[src/hw/wser_cfg.svh]
// Offsets, field positions, reset values and disable codes for the block
`ifndef WSER_CFG_SVH
`define WSER_CFG_SVH
`define WSER_CMD_CUR_STATUS   8'h7B
`define WSER_CMD_IN_STATUS    8'h7C
`define WSER_CMD_VND_STATUS   8'h80
`define WSER_CMD_FWD_ENERGY   8'h86
`define WSER_BIT_OC           5
`define WSER_BIT_PRI_OV       6
`define WSER_BIT_PRI_UV       5
`define WSER_BIT_OP           0
`define WSER_BIT_AUX_OV       6
`define WSER_BIT_AUX_UV       5
`define WSER_STATUS_RST       8'h00
`define WSER_CUR_MASK         8'h20
`define WSER_IN_MASK          8'h61
`define WSER_VND_MASK         8'h60
`define WSER_OC_DISABLE       16'h7FFF
`define WSER_VOV_DISABLE      12'hFFF
`define WSER_VUV_DISABLE      12'h000
`define WSER_OP_DISABLE       16'h7FFF
`define WSER_ACC_TOP_UNSIGNED 24'hFFFFFF
`define WSER_ACC_TOP_SIGNED   24'h7FFFFF
`endif

[src/hw/wser_pkg.sv]
// Types shared by the warning status and energy readout block
package wser_pkg;
    typedef enum logic [1:0] {
        WSER_RD_IDLE,
        WSER_RD_BUSY
    } wser_rd_state_t;
    typedef logic [47:0] wser_energy_t;
endpackage

[src/hw/wser_top.sv]
// Latched warning flags and forward energy readout of the power monitor
`timescale 1ns/100ps
`default_nettype none
`include "wser_cfg.svh"

// How it works
// [RULE_01] Overcurrent flag, current status bit 5, latches when current passes threshold.
// [RULE_02] Current status bits 7:6 always read zero.
// [RULE_03] Primary overvoltage flag, input status bit 6, latches above threshold.
// [RULE_04] Primary undervoltage flag, input status bit 5, latches below threshold.
// [RULE_05] Overpower flag, input status bit 0, latches when power passes threshold.
// [RULE_06] Input status bits 7 and 4:1 always read zero.
// [RULE_07] Aux overvoltage flag, vendor status bit 6, latches above threshold.
// [RULE_08] Aux undervoltage flag, vendor status bit 5, latches below threshold.
// [RULE_09] Current status 4:0, vendor status 4:0 and 7 read zero.
// [RULE_10] Energy readout fields are captured together as one snapshot.
// [RULE_11] Forward accumulator only adds power when current is positive.
// [RULE_12] Bits 47:24 count samples added to either accumulator.
// [RULE_13] Sample tally byte 5 high, byte 4 middle, byte 3 low.
// [RULE_14] Unsigned variant: wrap counter steps when count wraps FFFF to 0.
// [RULE_15] Signed variant: wrap counter steps when count wraps 7FFF to 0.
// [RULE_16] Wrap counter is unsigned eight bits in bits 23:16.
// [RULE_17] Accumulator is 24 bits; top 16 bits returned in 15:0.
// [RULE_18] Energy count unsigned in one variant, twos complement in other.
// [RULE_19] Energy count high byte in byte 1, low byte in byte 0.
// [RULE_20] Summary bits go high while any flag of their status byte is set.
// [RULE_21] A threshold left at its reset value disables its flag.
// [RULE_22] Flags stay set until host clear command or reset.
// [RULE_23] Tally steps once per sample added to either accumulator.
module wser_top #(
    parameter bit SIGNED_VARIANT = 1'b0
) (
    // Clock and reset
    input  wire logic                i_core_clk,
    input  wire logic                i_reset,
    // Averaged measurements, one-cycle sample strobe
    input  wire logic                i_sample_valid,
    input  wire logic signed [15:0]  i_sensed_current,
    input  wire logic [11:0]         i_primary_input_voltage,
    input  wire logic [11:0]         i_auxiliary_input_voltage,
    input  wire logic signed [15:0]  i_input_power,
    // Warning thresholds
    input  wire logic signed [15:0]  i_overcurrent_threshold,
    input  wire logic [11:0]         i_primary_overvoltage_threshold,
    input  wire logic [11:0]         i_primary_undervoltage_threshold,
    input  wire logic signed [15:0]  i_overpower_threshold,
    input  wire logic [11:0]         i_aux_overvoltage_threshold,
    input  wire logic [11:0]         i_aux_undervoltage_threshold,
    // Command port: read strobe with command code, flag clear strobe
    input  wire logic                i_rd_strobe,
    input  wire logic [7:0]          i_rd_command,
    input  wire logic                i_clear_faults,
    // Read answer
    output logic                     o_rd_valid,
    output logic                     o_rd_hit,
    output wser_pkg::wser_energy_t   o_rd_data,
    // Live summary bits of the status word
    output logic                     o_current_summary_bit,
    output logic                     o_input_summary_bit,
    output logic                     o_vendor_summary_bit
);
    import wser_pkg::*;

    logic [7:0]   cur_status_reg, cur_status_next;
    logic [7:0]   in_status_reg, in_status_next;
    logic [7:0]   vnd_status_reg, vnd_status_next;
    logic [23:0]  acc_reg, acc_next;
    logic [7:0]   wrap_reg, wrap_next;
    logic [23:0]  tally_reg, tally_next;
    logic         rd_valid_reg, rd_valid_next;
    logic         rd_hit_reg, rd_hit_next;
    wser_energy_t rd_data_reg, rd_data_next;
    logic [2:0]   summary_reg, summary_next;
    wser_rd_state_t rd_state_reg, rd_state_next;

    logic         oc_hit, pov_hit, puv_hit, op_hit, aov_hit, auv_hit;
    logic [24:0]  acc_sum;
    logic [23:0]  acc_top;
    logic         acc_wrap;

    // [RULE_21] disabled thresholds
    always_comb begin
        oc_hit  = (i_overcurrent_threshold != `WSER_OC_DISABLE)
                  && (i_sensed_current > i_overcurrent_threshold);
        pov_hit = (i_primary_overvoltage_threshold != `WSER_VOV_DISABLE)
                  && (i_primary_input_voltage
                      > i_primary_overvoltage_threshold);
        puv_hit = (i_primary_undervoltage_threshold != `WSER_VUV_DISABLE)
                  && (i_primary_input_voltage
                      < i_primary_undervoltage_threshold);
        aov_hit = (i_aux_overvoltage_threshold != `WSER_VOV_DISABLE)
                  && (i_auxiliary_input_voltage
                      > i_aux_overvoltage_threshold);
        auv_hit = (i_aux_undervoltage_threshold != `WSER_VUV_DISABLE)
                  && (i_auxiliary_input_voltage
                      < i_aux_undervoltage_threshold);
        // A negative limit trips on a more negative power reading
        // [RULE_05] overpower compare
        if (i_overpower_threshold == `WSER_OP_DISABLE) begin
            op_hit = 1'b0;
        end else if (i_overpower_threshold[15]) begin
            op_hit = i_input_power < i_overpower_threshold;
        end else begin
            op_hit = i_input_power > i_overpower_threshold;
        end
    end

    // Flags: the set term wins over a clear in the same cycle
    always_comb begin
        cur_status_next = cur_status_reg;
        in_status_next  = in_status_reg;
        vnd_status_next = vnd_status_reg;
        // [RULE_22] explicit clear
        if (i_clear_faults) begin
            cur_status_next = `WSER_STATUS_RST;
            in_status_next  = `WSER_STATUS_RST;
            vnd_status_next = `WSER_STATUS_RST;
        end
        if (i_sample_valid) begin
            // [RULE_01] overcurrent latch
            if (oc_hit) begin
                cur_status_next[`WSER_BIT_OC] = 1'b1;
            end
            // [RULE_03] primary overvoltage latch
            if (pov_hit) begin
                in_status_next[`WSER_BIT_PRI_OV] = 1'b1;
            end
            // [RULE_04] primary undervoltage latch
            if (puv_hit) begin
                in_status_next[`WSER_BIT_PRI_UV] = 1'b1;
            end
            // [RULE_05] overpower latch
            if (op_hit) begin
                in_status_next[`WSER_BIT_OP] = 1'b1;
            end
            // [RULE_07] aux overvoltage latch
            if (aov_hit) begin
                vnd_status_next[`WSER_BIT_AUX_OV] = 1'b1;
            end
            // [RULE_08] aux undervoltage latch
            if (auv_hit) begin
                vnd_status_next[`WSER_BIT_AUX_UV] = 1'b1;
            end
        end
        // [RULE_20] live summaries
        summary_next = {|cur_status_reg, |in_status_reg, |vnd_status_reg};
    end

    always_ff @(posedge i_core_clk) begin
        if (i_reset) begin
            cur_status_reg <= `WSER_STATUS_RST;
            in_status_reg  <= `WSER_STATUS_RST;
            vnd_status_reg <= `WSER_STATUS_RST;
            summary_reg    <= 3'h0;
        end else begin
            cur_status_reg <= cur_status_next;
            in_status_reg  <= in_status_next;
            vnd_status_reg <= vnd_status_next;
            summary_reg    <= summary_next;
        end
    end

    // Energy accumulation; reverse side is outside this block but
    // its samples still count in the shared tally
    always_comb begin
        acc_next   = acc_reg;
        wrap_next  = wrap_reg;
        tally_next = tally_reg;
        // [RULE_18] range differs per variant
        acc_top = SIGNED_VARIANT ? `WSER_ACC_TOP_SIGNED
                                 : `WSER_ACC_TOP_UNSIGNED;
        // Power added in the positive-current case is the reading, or zero if it is negative
        acc_sum  = {1'b0, acc_reg} + {9'h000, i_input_power[15] ? 16'h0000
                                                  : i_input_power};
        acc_wrap = acc_sum > {1'b0, acc_top};
        if (i_sample_valid) begin
            // [RULE_23] tally every sample
            tally_next = tally_reg + 24'h000001;
            // [RULE_11] forward only when current positive
            if (i_sensed_current > 16'sh0000) begin
                if (acc_wrap) begin
                    // [RULE_14] [RULE_15] wrap counting
                    acc_next  = acc_sum[23:0] - acc_top - 24'h000001;
                    wrap_next = wrap_reg + 8'h01;
                end else begin
                    acc_next = acc_sum[23:0];
                end
            end
        end
    end

    always_ff @(posedge i_core_clk) begin
        if (i_reset) begin
            acc_reg   <= 24'h000000;
            wrap_reg  <= 8'h00;
            tally_reg <= 24'h000000;
        end else begin
            acc_reg   <= acc_next;
            wrap_reg  <= wrap_next;
            tally_reg <= tally_next;
        end
    end

    // Read path: the whole answer is taken in one edge, so fields
    // never mix counts from different samples
    always_comb begin
        rd_state_next = rd_state_reg;
        rd_valid_next = 1'b0;
        rd_hit_next   = 1'b0;
        rd_data_next  = rd_data_reg;
        case (rd_state_reg)
            WSER_RD_IDLE: begin
                if (i_rd_strobe) begin
                    rd_valid_next = 1'b1;
                    rd_hit_next   = 1'b1;
                    rd_state_next = WSER_RD_BUSY;
                    case (i_rd_command)
                        // [RULE_02] [RULE_09] reserved zero
                        `WSER_CMD_CUR_STATUS: rd_data_next =
                            {40'h0, cur_status_reg & `WSER_CUR_MASK};
                        // [RULE_06] reserved zero
                        `WSER_CMD_IN_STATUS: rd_data_next =
                            {40'h0, in_status_reg & `WSER_IN_MASK};
                        // [RULE_09] reserved zero
                        `WSER_CMD_VND_STATUS: rd_data_next =
                            {40'h0, vnd_status_reg & `WSER_VND_MASK};
                        // [RULE_10] [RULE_12] [RULE_13] [RULE_16] snapshot
                        // [RULE_17] [RULE_19] top 16 bits, high byte first
                        `WSER_CMD_FWD_ENERGY: rd_data_next =
                            {tally_reg, wrap_reg, acc_reg[23:8]};
                        default: begin
                            rd_data_next = 48'h0;
                            rd_hit_next  = 1'b0;
                        end
                    endcase
                end
            end
            WSER_RD_BUSY: begin
                // One idle cycle between answers
                rd_state_next = WSER_RD_IDLE;
            end
            default: rd_state_next = WSER_RD_IDLE;
        endcase
    end

    always_ff @(posedge i_core_clk) begin
        if (i_reset) begin
            rd_state_reg <= WSER_RD_IDLE;
            rd_valid_reg <= 1'b0;
            rd_hit_reg   <= 1'b0;
            rd_data_reg  <= 48'h0;
        end else begin
            rd_state_reg <= rd_state_next;
            rd_valid_reg <= rd_valid_next;
            rd_hit_reg   <= rd_hit_next;
            rd_data_reg  <= rd_data_next;
        end
    end

    assign o_rd_valid            = rd_valid_reg;
    assign o_rd_hit              = rd_hit_reg;
    assign o_rd_data             = rd_data_reg;
    assign o_current_summary_bit = summary_reg[2];
    assign o_input_summary_bit   = summary_reg[1];
    assign o_vendor_summary_bit  = summary_reg[0];
endmodule
`default_nettype wire

[config.mk]
export PLATFORM = sky130hd
export DESIGN_NAME = wser_top
export DESIGN_NICKNAME = d
export VERILOG_FILES = /design/src/hw/wser_pkg.sv /design/src/hw/wser_top.sv
export VERILOG_INCLUDE_DIRS = /design/src /design/src/hw
export SDC_FILE = /design/constraint.sdc
export NUM_CORES = 1
export LEC_CHECK = 0
export CAP_MARGIN = 20
export CORE_MARGIN = 2
export CORE_UTILIZATION = 35
export DETAILED_ROUTE_END_ITERATION = 10
export DONT_BUFFER_PORTS = 1
export PLACE_DENSITY = 0.49
export SLEW_MARGIN = 25
export SYNTH_ARGS = -nofsm -noshare
export SYNTH_HDL_FRONTEND = slang
export SYNTH_SLANG_ARGS = --single-unit
[constraint.sdc]
create_clock -name i_core_clk -period 5.6 [get_ports i_core_clk]
set_input_delay 0.28 -clock i_core_clk [delete_from_list [all_inputs] [get_ports i_core_clk]]
set_output_delay 0.28 -clock i_core_clk [all_outputs]
set_load 0.03 [all_outputs]
==> summary.txt <==
Placement
  – PortBufs: 0
  – Area post-placement: 7707 sq um
  – Final HPWL DP: roughly 15 mm
  – Pre-CTS setup slack: 2738 ps
  – Final GP Congestion: 0.8095

Clocking
  – Maximum clock insertion buffer count: 2
  – Sink Count: 116
  – TritonCTS clock tree: built
  – Post-CTS sizing: 0
  – CTS HTree Levels: 4
  – Number of setup buffers added after CTS: 0
  – Hold-fix buffers, CTS: 1
  – Clk slew on worst S/H paths: roughly 60 ps
  – Skew-Pair Late Insertion Delay: roughly 400 ps
  – TritonCTS Buffers: 17
  – Clock root cell: clkbuf_16

Worst setup path
  – Crit path kind: register to register
  – Top Family by Delay on Critical Path: compound AO/OA/AOI/OAI gates
  – CP max stage delay: between 500 and 600 ps
  – Worst Path Required: about 5900 ps
  – CP Launch Type: register
  – Critical path fanouts, max: 9
  – Slowest cell on the critical path: a311oi_1
  – Worst reg2reg startpoint: acc_reg[0]
  – Worst R2R Setup Slack: roughly 2800 ps
  – Buffers & Inverters on Critical Path: 1
  – CP Cell Sequence: ha_1, inv_1, fa_1, nor2b_1, o2111ai_1, a21oi_1, o211ai_2, a311oi_1, mux2i_1, nor2_1
  – CP Launch Point: acc_reg[0]
  – Arrival time worst endpoint: around 3100 ps
  – Worst Setup End Kind: register
  – Reg2reg end: wrap_reg[1]
  – Reg2Reg Depth: 10

Status
  – Status: complete, no violations

Logic synthesis
  – Yosys warning total: 0
  – Top-area cell type share of the netlist area: between 30% and 40%
  – Seq/Total Area, Yosys: a little under a third
  – Share of flip-flops with an asynchronous set or reset: 0%
  – Post-synth EDFFs: 0
  – Synthesized area: around 7500 sq um
  – Leading area contributor after synthesis: dfxtp_1
  – Syn nets: 1159
  – Cell variety after synth: 65
  – Avg Inst Size Synth: ~8 sq um
  – Synthesis-stage register bit count: roughly 120
  – Synth area leaders: dfxtp_1, ha_1, nor2_1
  – Dominant synthesized flop cell: dfxtp_1
  – Cells after Synth: just over 900

Finish
  – Area Growth Syn to Fin: 12.21%
  – Most common cell after layout, fill and taps aside: dfxtp_1
  – Ant. Diodes: 0
  – Nets: 1152
  – Final instance area: approximately 8400 sq um
  – Most frequent cells in the layout: dfxtp_1, nor2_1, inv_1
  – Largest register FFs: 48
  – Layout cells sized above 1: 5.109%
  – Fillers: 2183

Floorplanning
  – I/O pins: between 200 and 250
  – Die Ht: approximately 150 um
  – Die Footprint: 22490 sq um
  – Chip width: roughly 150 um
  – Starting Density: between 30% and 40%
  – Core area: roughly 21000 sq um
  – Row count: 53

Min path
  – Hold Path Stages: 2
  – HP Class: primary input to register
  – Min-delay src: i_sample_valid
  – Hold EP: tally_reg[0]

Timing
  – Relative slew slack: approximately 43%
  – Worst Hold Slack: about 24 ps
  – Final hold viol count: 0
  – Setup TNS: 0 ps
  – Clock skew: roughly 7 ps
  – Final count of pins violating max slew: 0
  – Tcrit/Tclk final: between 50% and 60%
  – Fmax: ~350 MHz
  – Crit path time final: about 2800 ps
  – Final setup fails: 0
  – Worst Max-Slew Pin Slew: between 800 and 900 ps
  – Unrepaired setup endpoints after global routing: false
  – Final worst setup slack: about 2800 ps

GRT
  – Total gr overflow: 0
  – Largest net degree at the start of global routing: between 100 and 150
  – Vias in the first global route: just over 6000
  – First-pass GRT wire length: 31.51 mm
  – Initial antenna violation count: 0
  – Tot GR Track Use: around 18%

Drt
  – WL final: ~20 mm
  – Initial DRC Count: between 200 and 250
  – DR vias: about 6300
  – Routed WL per cell: approximately 17 um
  – DR DRC count: 0
  – Via/cell ratio: around 5.3
  – First-pass iteration count of the detailed router: 4
  – ANT nets after route: 0

Pwr
  – Leak: about 0.0036 uW
  – Power per cell area: about 260 nW/um^2
  – Maximum VDD drop: ~0.18 mV
  – Power Total: 2206 uW

Job
  – Max-cap violation count: 0
==> kinds of logic (layout without fill, tap and decap cells) <==
group / count (synthesis) / in the layout / share of synthesized area, %
mux: 4 / 4 / 0.6039
simple gates: 326 / 326 / 22.13
xor+xnor: 31 / 31 / 3.640
buf+inv: 128 / 134 / 6.509
flops: 116 / 116 / 31.14
compound gates: 213 / 213 / 19.78
fa+ha+maj: 96 / 96 / 16.21
==> worst register-to-register path, stage by stage (launching register included) <==
cell,delay [ps]
dfxtp_1,330
ha_1,190
inv_1,60
fa_1,400
nor2b_1,170
o2111ai_1,150
a21oi_1,290
o211ai_2,300
a311oi_1,540
mux2i_1,230
nor2_1,50
==> final cells by class <==
type,count,area [sq um],share of cell area [%]
Sequential cell,116,2322,27.75
Clock inverter,14,177.7,2.123
Clock buffer,18,439.2,5.247
Tap cell,275,344.1,4.111
Timing Repair Buffer,4,52.55,0.6279
Inverter,98,367.9,4.395
Multi-Input combinational cell,670,4666,55.75
==> worst max-delay path by stage <==
| stage | to | depth (start not counted) |
|---|---|---|
| detailed placement | wrap_reg[1] | 12 |
| global placement | wrap_reg[1] | 12 |
| floorplan | wrap_reg[1] | 12 |
| global route | wrap_reg[1] | 10 |
| finish | wrap_reg[1] | 10 |
| CTS | wrap_reg[1] | 10 |
==> per-layer routing <==
metal	routed length [um]	vias to the layer above	share of wire, %	GRT usage [%]
li1	-	3272	-	-
met1	8714	2920	44	21.26
met2	9673	147	49	31.51
met3	1318	10	6.6	5.244
met4	124	0	0.63	3.255
met5	0	-	0	0
==> power breakdown <==
part | switching (uW) | internal, uW
Sequential | 16.7 | 840
Combinational | 128 | 98.6
Clock | 407 | 716
==> per-stage QoR <==
stage | instances | util (%)
after floorplan | 914 | -
after global placement | 1161 | 36.78
after detailed placement | 1161 | 36.78
after CTS | 1194 | 39.86
after global routing | 1195 | 39.94
final | 1195 | 39.94
==> cells in the mapped netlist (7+ instances only) <==
| master | instances |
|---|---|
| a21o_1 | 26 |
| a21oi_1 | 54 |
| a22oi_1 | 46 |
| and4_1 | 7 |
| clkbuf_1 | 26 |
| dfxtp_1 | 116 |
| ha_1 | 95 |
| inv_1 | 97 |
| nand2_1 | 56 |
| nand2b_1 | 7 |
| nand3_1 | 13 |
| nand3b_1 | 7 |
| nand4_1 | 38 |
| nor2_1 | 110 |
| nor2b_1 | 25 |
| nor3_1 | 20 |
| nor4_1 | 16 |
| o21ai_0 | 27 |
| or3_1 | 8 |
| xnor2_1 | 16 |
| xor2_1 | 15 |
Note: power is estimated with default switching activity, not from simulation.
